**src/cfm_defines.svh**
```systemverilog
// constants for the contactor feedback monitor
`ifndef CFM_DEFINES_SVH
`define CFM_DEFINES_SVH
`define CFM_CLK_MHZ 100
`define CFM_WINDOW_MS 500
`define CFM_WINDOW_CYC (`CFM_WINDOW_MS * 1000 * `CFM_CLK_MHZ)
`define CFM_CNT_W 26
`define CFM_LOAD_LAG 1
`endif

```
**src/cfm_pkg.sv**
```systemverilog
// types for the contactor feedback monitor
`default_nettype none
package cfm_pkg;
	typedef enum logic [2:0] {
		CFM_OFF,
		CFM_ON_OPEN_WAIT,
		CFM_ON,
		CFM_CLOSE_WAIT,
		CFM_FAULT
	} cfm_state_t;
endpackage : cfm_pkg
`default_nettype wire

```
**src/cfm_timer.sv**
```systemverilog
// loadable down counter that flags expiry of a supervision window
`default_nettype none
`include "cfm_defines.svh"
module cfm_timer #(
	parameter int WIDTH = `CFM_CNT_W
) (
	input wire logic sys_clk,
	input wire logic rstn,
	input wire logic clk_en,
	input wire logic start,
	input wire logic stop,
	input wire logic [WIDTH-1:0] load_val,
	output logic expired
);
	logic [WIDTH-1:0] cnt_q;
	logic run_q;
	always_ff @(posedge sys_clk or negedge rstn) begin
		if (!rstn) begin
			cnt_q <= '0;
			run_q <= 1'b0;
		end else if (clk_en) begin
			if (start) begin
				cnt_q <= load_val;
				run_q <= 1'b1;
			end else if (stop) begin
				run_q <= 1'b0;
			end else if (run_q && cnt_q != '0) begin
				cnt_q <= cnt_q - 1'b1;
			end
		end
	end
	// expiry reads registered state only, so the controller can act on it without a loop
	assign expired = run_q && (cnt_q == '0);
endmodule : cfm_timer
`default_nettype wire

```
**src/cfm_monitor.sv**
```systemverilog
// contactor feedback monitor: supervises safety switching outputs via feedback loop
// Notes on behaviour
// - supervision acts only when monitoring is enabled; else feedback is ignored
// - switch-on is withheld unless the feedback loop reads closed
// - after release the loop must open within 500 ms, else fault
// - after switch-off the loop must reclose within 500 ms, else fault
// - any timing fault forces outputs off and enters fault interlock
// - entering interlock from a feedback fault pulses a display message request
`default_nettype none
`include "cfm_defines.svh"
module cfm_monitor #(
	parameter int WINDOW_CYC = `CFM_WINDOW_CYC
) (
	input wire logic sys_clk,
	input wire logic rstn,
	input wire logic clk_en,
	input wire logic monitor_enable,
	input wire logic release_req,
	input wire logic contactor_feedback_input,
	input wire logic fault_clear,
	output logic safety_switching_outputs,
	output logic fault_interlock,
	output logic display_fault_req
);
	// =====================================================
	// state and timer
	cfm_pkg::cfm_state_t state_q;
	cfm_pkg::cfm_state_t state_d;
	logic fb_closed;
	logic t_start;
	logic t_stop;
	logic t_expired;
	logic to_fault;
	logic [`CFM_CNT_W-1:0] win_load;

	// high level on the input means the normally closed loop is closed
	assign fb_closed = contactor_feedback_input;
	// one cycle goes to loading, so load one less for an exact window
	// a window of zero cycles wraps the load to the full counter range instead of expiring
	assign win_load = `CFM_CNT_W'(WINDOW_CYC - `CFM_LOAD_LAG);

	// the timer runs only in the two wait states; every exit stops or reloads it
	cfm_timer #(
		.WIDTH(`CFM_CNT_W)
	) u_timer (
		.sys_clk(sys_clk),
		.rstn(rstn),
		.clk_en(clk_en),
		.start(t_start),
		.stop(t_stop),
		.load_val(win_load),
		.expired(t_expired)
	);

	// =====================================================
	// next state
	always_comb begin
		state_d = state_q;
		t_start = 1'b0;
		t_stop = 1'b0;
		case (state_q)
			cfm_pkg::CFM_OFF: begin
				if (release_req && (!monitor_enable || fb_closed)) begin
					state_d = monitor_enable ? cfm_pkg::CFM_ON_OPEN_WAIT : cfm_pkg::CFM_ON;
					t_start = monitor_enable;
				end
			end
			cfm_pkg::CFM_ON_OPEN_WAIT: begin
				if (!release_req) begin
					state_d = monitor_enable ? cfm_pkg::CFM_CLOSE_WAIT : cfm_pkg::CFM_OFF;
					t_start = monitor_enable;
					t_stop = !monitor_enable;
				end else if (!fb_closed || !monitor_enable) begin
					state_d = cfm_pkg::CFM_ON;
					t_stop = 1'b1;
				end else if (t_expired) begin
					state_d = cfm_pkg::CFM_FAULT;
					t_stop = 1'b1;
				end
			end
			cfm_pkg::CFM_ON: begin
				if (!release_req) begin
					state_d = monitor_enable ? cfm_pkg::CFM_CLOSE_WAIT : cfm_pkg::CFM_OFF;
					t_start = monitor_enable;
				end
			end
			cfm_pkg::CFM_CLOSE_WAIT: begin
				// dropping the option mid-window abandons supervision instead of faulting
				if (fb_closed || !monitor_enable) begin
					state_d = cfm_pkg::CFM_OFF;
					t_stop = 1'b1;
				end else if (t_expired) begin
					state_d = cfm_pkg::CFM_FAULT;
					t_stop = 1'b1;
				end
			end
			cfm_pkg::CFM_FAULT: begin
				if (fault_clear) begin
					state_d = cfm_pkg::CFM_OFF;
				end
			end
			default: begin
				state_d = cfm_pkg::CFM_FAULT;
			end
		endcase
	end

	assign to_fault = (state_d == cfm_pkg::CFM_FAULT) && (state_q != cfm_pkg::CFM_FAULT);

	always_ff @(posedge sys_clk or negedge rstn) begin
		if (!rstn) begin
			state_q <= cfm_pkg::CFM_OFF;
		end else if (clk_en) begin
			state_q <= state_d;
		end
	end

	// =====================================================
	// registered outputs
	// decoded from the next state so the pins move on the same edge as the state
	always_ff @(posedge sys_clk or negedge rstn) begin
		if (!rstn) begin
			safety_switching_outputs <= 1'b0;
			fault_interlock <= 1'b0;
		end else if (clk_en) begin
			safety_switching_outputs <= (state_d == cfm_pkg::CFM_ON_OPEN_WAIT)
				|| (state_d == cfm_pkg::CFM_ON);
			fault_interlock <= (state_d == cfm_pkg::CFM_FAULT);
		end
	end

	// a pulse rather than a level: display logic latches its own message
	always_ff @(posedge sys_clk or negedge rstn) begin
		if (!rstn) begin
			display_fault_req <= 1'b0;
		end else if (clk_en) begin
			display_fault_req <= to_fault;
		end else begin
			display_fault_req <= 1'b0;
		end
	end
endmodule : cfm_monitor
`default_nettype wire

```
**config.mk**
```make
export PLATFORM = sky130hd
export DESIGN_NAME = cfm_monitor
export DESIGN_NICKNAME = d
export VERILOG_FILES = /design/src/cfm_pkg.sv /design/src/cfm_timer.sv /design/src/cfm_monitor.sv
export VERILOG_INCLUDE_DIRS = /design/src
export SDC_FILE = /design/constraint.sdc
export NUM_CORES = 1
export LEC_CHECK = 0
export BUFFER_PORTS_ARGS = -buffer_cell sky130_fd_sc_hd__buf_2
export CORE_MARGIN = 3
export CORE_UTILIZATION = 40
export DETAILED_ROUTE_END_ITERATION = 8
export PLACE_DENSITY_LB_ADDON = 0.2
export REMOVE_ABC_BUFFERS = 1
export SYNTH_ARGS = -nofsm -noshare
export SYNTH_HDL_FRONTEND = slang
export SYNTH_SLANG_ARGS = --single-unit
```
**constraint.sdc**
```tcl
create_clock -name sys_clk -period 6.35 [get_ports sys_clk]
set_input_delay 0.3175 -clock sys_clk [delete_from_list [all_inputs] [get_ports sys_clk]]
set_output_delay 0.3175 -clock sys_clk [all_outputs]
set_load 0.03 [all_outputs]
```
Word-level counts from Yosys, hierarchy flattened
Cells that the tools add are included.
W data, S select, Z words.
Storage, ports and cells
  bits in writable memories: 0
  latch bits: 0
  output and inout bits: 3
  flip-flop bits (word level): 33
  memories: 0
  memory bits (read-only): 0
Operators by class
  eq/ne operators: 9
  divide/modulo/power cells: 0
  add/subtract/negate cells: 1
  bitwise operators: 0
  multipliers: 0
  multiplexer cells: 24
  order comparisons: 0
  reduce and logical (&&, ||, !) cells: 17
  shift-type cells: 0
Operator list (number)
  $mux W26: 3
  $logic_not A26 Y1: 1
  $reduce_bool A26 Y1: 1
  $sub A26 B1 Y26 const B: 1
  $mux W3: 7
  $pmux W3 S5: 1
  $eq A3 B2 Y1 const B: 3
  $mux W1: 9
  $eq A3 B1 Y1 const B: 2
  $eq A3 B3 Y1 const B: 2
  $logic_and A1 B1 Y1: 4
  $mux W2: 2
  $pmux W1 S2: 2
  $reduce_bool A2 Y1: 2
  $logic_not A3 Y1: 1
  $logic_or A1 B1 Y1: 3
  $ne A3 B3 Y1 const B: 1
  $reduce_and A3 Y1: 1
  $logic_not A1 Y1: 2
  $ne A2 B2 Y1 const B: 1
  $reduce_and A2 Y1: 1
  $reduce_or A2 Y1: 1

Longest topological paths before layout
Gate-level depths: netlist of run 1.
  depth in word-level cells: 9
  gate-level depth with buffers: 9
  gate-level depth less buffers: 8

Cells and area by module
Synthesis of run 1 repeated with hierarchy kept, for this count alone.
Unflattened totals
  cells, all modules: 249
  area total of the unflattened synthesis: 2228.4 µm²
Modules (own cells, without submodules)
  cfm_timer: cells an instance 204, instances 1, area each 1824.2 µm², seq. area each 675.6 µm²
  cfm_monitor: cells an instance 45, instances 1, area each 404.1 µm², seq. area each 150.1 µm²

Least setup slack after synthesis of run 1
No wires, ideal clock.
  kind: reg-to-reg
  start point: register u_timer.cnt_q[16]
  end point: register u_timer.cnt_q[0]
  stages on the path, launching flop included: 8
  period minus slack after synthesis: 2.460 ns
  data required time: 6.211 ns
  arrival: 2.321 ns
  setup slack: 3.890 ns
  cell sequence: dfrtp_1 -> or4_1 -> or4_1 -> or4b_4 -> buf_6 -> and2_1 -> nor3_1 -> a31oi_1
On the way
  cells in the longest elaborated chain, start to end: 8
  elaborated cells on any way between the ends: 12
  classes of those cells: eq/ne (1); mux (5); reduce/logical (6)
Ends and longest elaborated chain
  start, declared: RTL line cfm_timer.sv:15  | logic [WIDTH-1:0] cnt_q;
  start signal, assigned: RTL line cfm_timer.sv:23  | cnt_q <= load_val;
  start signal, assigned: RTL line cfm_timer.sv:28  | cnt_q <= cnt_q - 1'b1;
  $logic_not A26 Y1: RTL line cfm_timer.sv:33  | assign expired = run_q && (cnt_q == '0);
  $logic_and A1 B1 Y1: RTL line cfm_timer.sv:33
  $mux W1: RTL line cfm_monitor.sv:76, cfm_monitor.sv:92
  $mux W1: RTL line cfm_monitor.sv:73  | end else if (!fb_closed || !monitor_enable) begin
  $mux W1: RTL line cfm_monitor.sv:69  | if (!release_req) begin
  $pmux W1 S2: RTL line cfm_monitor.sv:61  | case (state_q)
  $ne A2 B2 Y1 (no line)
  $reduce_and A3 Y1 (no line) (*)
Every way passes the cells marked *; elsewhere a longest branch is shown, timed or not.
A chain may end at the register's enable or synchronous reset.

Final worst setup path of run 1
  start point: register u_timer.cnt_q[16]
  end point: register u_timer.cnt_q[20]
On the way
  cells in the longest elaborated chain, start to end: 8
  elaborated cells on any way between the ends: 16
  classes of those cells: add/sub (1); eq/ne (1); mux (8); reduce/logical (6)
Ends and longest elaborated chain
  parallel branches: the longest is 8 deep, another holds $sub A26 B1 Y26
Parallel ways; which one is timed is not known. The select of a mux whose other input is x is not followed.

==> results of run 1 <==
synth_stat cells, drive strengths merged (5+ instances only):
library cell,count
a21oi,8
clkbuf,7
dfrtp,33
nand2,16
nand2b,5
nand3,13
nand4,6
nor2,14
nor3,6
o21ai,12
o31ai,9
or2,5
or3,9
or4,9
xor2,9
report_power, final:
part	internal, W	switching, W
sequential	0.000275	0.0000686
clock	0.0000859	0.0000712
combinational	0.0000799	0.0000929
total	0.000441	0.000233
registers in the layout (all words and copies together) (netlist names):
register / flops
u_timer.cnt_q: 26
safety_switching_outputs: 1
state_q: 3
u_timer.run_q: 1
fault_interlock: 1
display_fault_req: 1
through the flow:
step	util	instances
finish	0.4501	255
global route	0.4501	255
CTS	0.4501	255
detailed placement	0.4306	248
global placement	0.4306	248
floorplan	-	187
layer usage:
layer / part of all wire / wire length (um) / vias to the layer above / track usage
met5: 0 / 0 / - / 0
met4: 0.014 / 55 / 0 / 0.05433
met3: 0.029 / 112 / 6 / 0.04189
met2: 0.47 / 1809 / 22 / 0.2559
met1: 0.49 / 1886 / 735 / 0.2076
li1: - / - / 731 / -
layout make-up:
class                   count  share of cell area
multi-input cells         151              0.4798
flip-flops and latches     33              0.4156
clock buffers               7             0.04345
well taps                  52             0.03275
repair buffers              9             0.02267
inverters                   3            0.005667
kinds of logic (layout without fill, tap and decap cells):
kind of cell               after synthesis  in the layout  share of synthesized area
buffers and inverters                   13             19                    0.03659
xor gates and xnor gates                10             10                    0.04743
AOI/OAI and AO/OA                       39             39                     0.1362
adders and majority gates                2              2                    0.01355
DFF                                     33             33                     0.4472
and+or+nand+nor                         98             98                     0.3069
muxes                                    2              2                    0.01219
critical path, delay by kind of cell, from the launching register on:
family / cells / cell delay (ps)
and+or+nand+nor: 6 / 2310
DFF: 1 / 410
path summary, 6_finish.rpt:
check | from | end | slack [ps]
max reg2reg | u_timer.cnt_q[16]$_DFFE_PN0P_ | u_timer.cnt_q[20]$_DFFE_PN0P_ | 3490
max in group asynchronous | rstn | u_timer.cnt_q[1]$_DFFE_PN0P_ | 5770
max | u_timer.cnt_q[16]$_DFFE_PN0P_ | u_timer.cnt_q[20]$_DFFE_PN0P_ | 3490
min in group sys_clk | clk_en | state_q[2]$_DFFE_PN0P_ | 360
min | rstn | u_timer.cnt_q[21]$_DFFE_PN0P_ | 90
min reg2reg | fault_interlock$_DFFE_PN0P_ | fault_interlock$_DFFE_PN0P_ | 500
==> flow_summary.json, run 1 <==
{
  "status": "complete, no violations",
  "finalHoldViolCount": 0,
  "cts_hold_buf": 0,
  "post_cts_resized": 0,
  "dp_hpwl_um": 2635,
  "postSynthAreaPerCell_um2": 9.374,
  "fin_hold_ws_ps": 94.63,
  "drive_gt1_frac": 0.1429,
  "critPathMaxStageDelay_ps": 690,
  "ys_seq_elements": 33,
  "synth-async-reset-ratio": 1.000,
  "grt_antenna_before_repair": 0,
  "hp-class": "in -> async",
  "n_fill_cell": 437,
  "vias": 1494,
  "grt_pass1_wl_um": 6796,
  "root_buffer": "clkbuf_8",
  "htreeDepth": 2,
  "setup_violations": 0,
  "coreArea_mm2": 0.004414,
  "final_area_mm2": 0.001987,
  "gp_congestion": 0.7886,
  "slew_viol_final": 0,
  "cp-start-kind": "flip-flop",
  "final_common_cell": "dfrtp_1",
  "place_area_mm2": 0.001901,
  "via_per_inst": 5.859,
  "leakagePower_nw": 0.7417,
  "ff2ff_path_depth": 6,
  "post-route-drc-count": 0,
  "clockBufferDepth": 2,
  "slew_headroom": 0.4880,
  "synth-main-ff-cell": "dfrtp_1",
  "dieArea_mm2": 0.005468,
  "cts_sinks": 33,
  "clk_latency_ps": 280,
  "post-place-ws_ps": 3502,
  "drv_cap": 0,
  "fp.dieH_um": 73.95,
  "worstPathMaxFanout": 17,
  "syn_area_mm2": 0.001847,
  "n_antenna_cell": 0,
  "yosysWarnings": 0,
  "ys_seq_area_frac": 0.4472,
  "port_buffers": 9,
  "synth_edf_count": 0,
  "rsz0062_at_grt": "false",
  "cts_setup_buffers": 0,
  "power_w": 0.0006740,
  "multi_input_area_um2": 953.4,
  "netlist_top_cells_area": "dfrtp_1, xor2_1, o31ai_1",
  "fin_skew_ps": 7.631,
  "cts_buffers": 5,
  "grt_max_degree": 34,
  "endpoint_kind": "flip-flop",
  "crit_arrival_ps": 3000,
  "crit_top_cell": "or4_1",
  "rows": 24,
  "final.setup.tns_ps": 0,
  "clkSlewWorstSetupHoldPaths_ps": 70,
  "fin_ws_ps": 3487,
  "syn_inst": 197,
  "overflow": 0,
  "layout_common_cells": "dfrtp_1, nand2_1, nor2_1",
  "ios": 10,
  "cts_tree": "yes",
  "fmax_ghz": 0.3493,
  "worstPathRequired_ps": 6490,
  "dr.pass1.iters": 4,
  "netlist.area_leader.share": 0.4472,
  "pwr_density_cell_mw_per_mm2": 339.2,
  "drtIter0Drc": 56,
  "post-route-min-period_ps": 2863,
  "layout.nets": 212,
  "period_share": 0.4509,
  "critical_path_class": "reg -> reg",
  "grt_pass1_vias": 1476,
  "max_slew.worst_pin.slew_ps": 765.2,
  "initial_core_util": 0.4184,
  "area_growth_pct": 7.588,
  "synth_top_area_cell": "dfrtp_1",
  "regArea_um2": 825.8,
  "path_cells": "or4_1, or4_1, or4b_4, nand4b_2, or4_1, nand3_1",
  "ir_drop_uv": 111.1,
  "wl_um": 3863,
  "worst_path_max_delay_cell": "or4b_4",
  "wl_per_cell_um": 15.15,
  "ant_nets": 0,
  "grt_util_all_layers": 0.1590,
  "fp.dieW_um": 73.95,
  "yosysUniqueCellTypes": 43
}
Power figures use the tool's default switching activity.
==> inputs of run 2 (changes only) <==
Clock period 6.35 ns to 2.7 ns, I/O delays scaled along.
==> flow_summary.json, run 2 (same netlist as run 1, synthesis figures left out) <==
{
  "status": "complete, no violations",
  "grt_antenna_before_repair": 0,
  "worstPathRequired_ps": 2840,
  "ios": 10,
  "fp.dieW_um": 73.95,
  "fp.dieH_um": 73.95,
  "post-route-min-period_ps": 2654,
  "wl_um": 3889,
  "grt_pass1_wl_um": 6741,
  "dp_hpwl_um": 2782,
  "fmax_ghz": 0.3768,
  "dr.pass1.iters": 4,
  "leakagePower_nw": 0.7668,
  "fin_skew_ps": 4.003,
  "ir_drop_uv": 294.8,
  "worst_path_max_delay_cell": "or4b_4",
  "grt_use_met3": 0.03919,
  "power_w": 0.001569,
  "largest_reg_flops": 26,
  "drv_cap": 0,
  "critical_path_class": "reg -> reg",
  "grt_max_degree": 34,
  "grt_pass1_vias": 1499,
  "crit_top_cell": "or4_1",
  "final_util": 0.4581,
  "initial_core_util": 0.4184,
  "coreArea_mm2": 0.004414,
  "post-route-drc-count": 0,
  "hold-path-cell-count": 3,
  "drive_gt1_frac": 0.1635,
  "slew_headroom": 0.5105,
  "pwr_density_cell_mw_per_mm2": 776.0,
  "clkSlewWorstSetupHoldPaths_ps": 60,
  "clockBufferDepth": 2,
  "largest-register": "u_timer.cnt_q",
  "n_antenna_cell": 0,
  "layout_common_cells": "dfrtp_1, nand2_1, nor2_1",
  "period_share": 0.9830,
  "port_buffers": 9,
  "drtIter0Drc": 122,
  "htreeDepth": 2,
  "dieArea_mm2": 0.005468,
  "crit_arrival_ps": 2790,
  "gp_congestion": 0.7752,
  "busiest_layer": "met2",
  "overflow": 0,
  "clk_latency_ps": 280,
  "ant_nets": 0,
  "met2_usage": 0.2677,
  "area_growth_pct": 9.485,
  "cts_buffers": 5,
  "place_area_mm2": 0.001938,
  "cts_tree": "yes",
  "layout.nets": 218,
  "fin_ws_ps": 45.99,
  "rows": 24,
  "grt_util_all_layers": 0.1593,
  "n_fill_cell": 426,
  "root_buffer": "clkbuf_8",
  "setup_violations": 0,
  "via_per_inst": 5.815,
  "path_cells": "or4_1, or4_1, or4b_4, nand4b_2, or3_1, nand3_1",
  "final_common_cell": "dfrtp_1",
  "post-place-ws_ps": 64.23,
  "top_regs": "u_timer.cnt_q x26, state_q x3",
  "cts_setup_buffers": 0,
  "critPathMaxStageDelay_ps": 650,
  "final_area_mm2": 0.002022,
  "endpoint_kind": "flip-flop",
  "ff2ff_path_depth": 6,
  "cp-start-kind": "flip-flop",
  "cts_sinks": 33,
  "slew_viol_final": 0,
  "max_slew.worst_pin.slew_ps": 734.2,
  "fin_hold_ws_ps": 193.0,
  "rsz0062_at_grt": "true",
  "hp-class": "in -> reg",
  "wl_per_cell_um": 14.96,
  "grt_use_met1": 0.1942,
  "finalHoldViolCount": 0,
  "worstPathMaxFanout": 17,
  "vias": 1512
}
-- run 2: cell count changes in the layout (fill, tap and decap cells not counted) --
cell / delta
buf_4: +5
clkbuf_1: -1
clkbuf_8: -1
clkinv_2: +1
dlygate4sd3_1: +1
-- run 2: timing repair --
| action | in CTS | in global routing |
|---|---|---|
| setup endpoints to repair | 0 | 15 |
| hold buffers | 1 | 0 |
| resized for setup | 0 | 0 |
| hold endpoints to repair | 33 | 0 |
-- run 2: worst max-delay path, delay by kind of cell (launching register included) --
family,cells,cell delay (ps)
flip-flops,1,410
AND/OR/NAND/NOR,6,2100
-- run 2: worst paths after layout --
kind,from,slack (ps),to
max in group asynchronous,rstn,1770,u_timer.cnt_q[15]$_DFFE_PN0P_
max,u_timer.cnt_q[16]$_DFFE_PN0P_,50,u_timer.cnt_q[14]$_DFFE_PN0P_
min in group asynchronous,rstn,450,u_timer.cnt_q[21]$_DFFE_PN0P_
max reg2reg,u_timer.cnt_q[16]$_DFFE_PN0P_,50,u_timer.cnt_q[14]$_DFFE_PN0P_
min,clk_en,190,state_q[2]$_DFFE_PN0P_
min reg2reg,safety_switching_outputs$_DFFE_PN0P_,510,safety_switching_outputs$_DFFE_PN0P_
-- run 2: per-stage QoR --
step / cells / setup TNS [ps]
finish: 260 / 0
global route: 260 / -627.0
CTS: 260 / 0
detailed placement: 253 / 0
global placement: 253 / 0
floorplan: 187 / 0
-- run 2: metal layers --
metal  wire length [um]  vias up  part of all wire
met3                105        2             0.027
met5                  0        -                 0
met2               1920       15              0.49
li1                   -      744                 -
met4                 31        0            0.0080
met1               1832      751              0.47
-- run 2: power breakdown --
| group | internal, W | switching (W) | total, W | leakage [nW] |
|---|---|---|---|---|
| Sequential | 0.000648 | 0.000159 | 0.000807 | 0.379 |
| Combinational | 0.000199 | 0.000226 | 0.000425 | 0.348 |
| Clock | 0.000169 | 0.000168 | 0.000337 | 0.0399 |
| Total | 0.00102 | 0.000553 | 0.00157 | 0.767 |
-- run 2: area by class of cell --
class / count / area [um2] / area share
multi-input combinational: 151 / 953.4 / 0.4715
sequential: 33 / 825.8 / 0.4084
timing repair buffer: 15 / 92.59 / 0.04579
clock buffer: 5 / 68.82 / 0.03403
tap: 52 / 65.06 / 0.03218
clock inverter: 1 / 5.005 / 0.002475
inverter: 3 / 11.26 / 0.005569
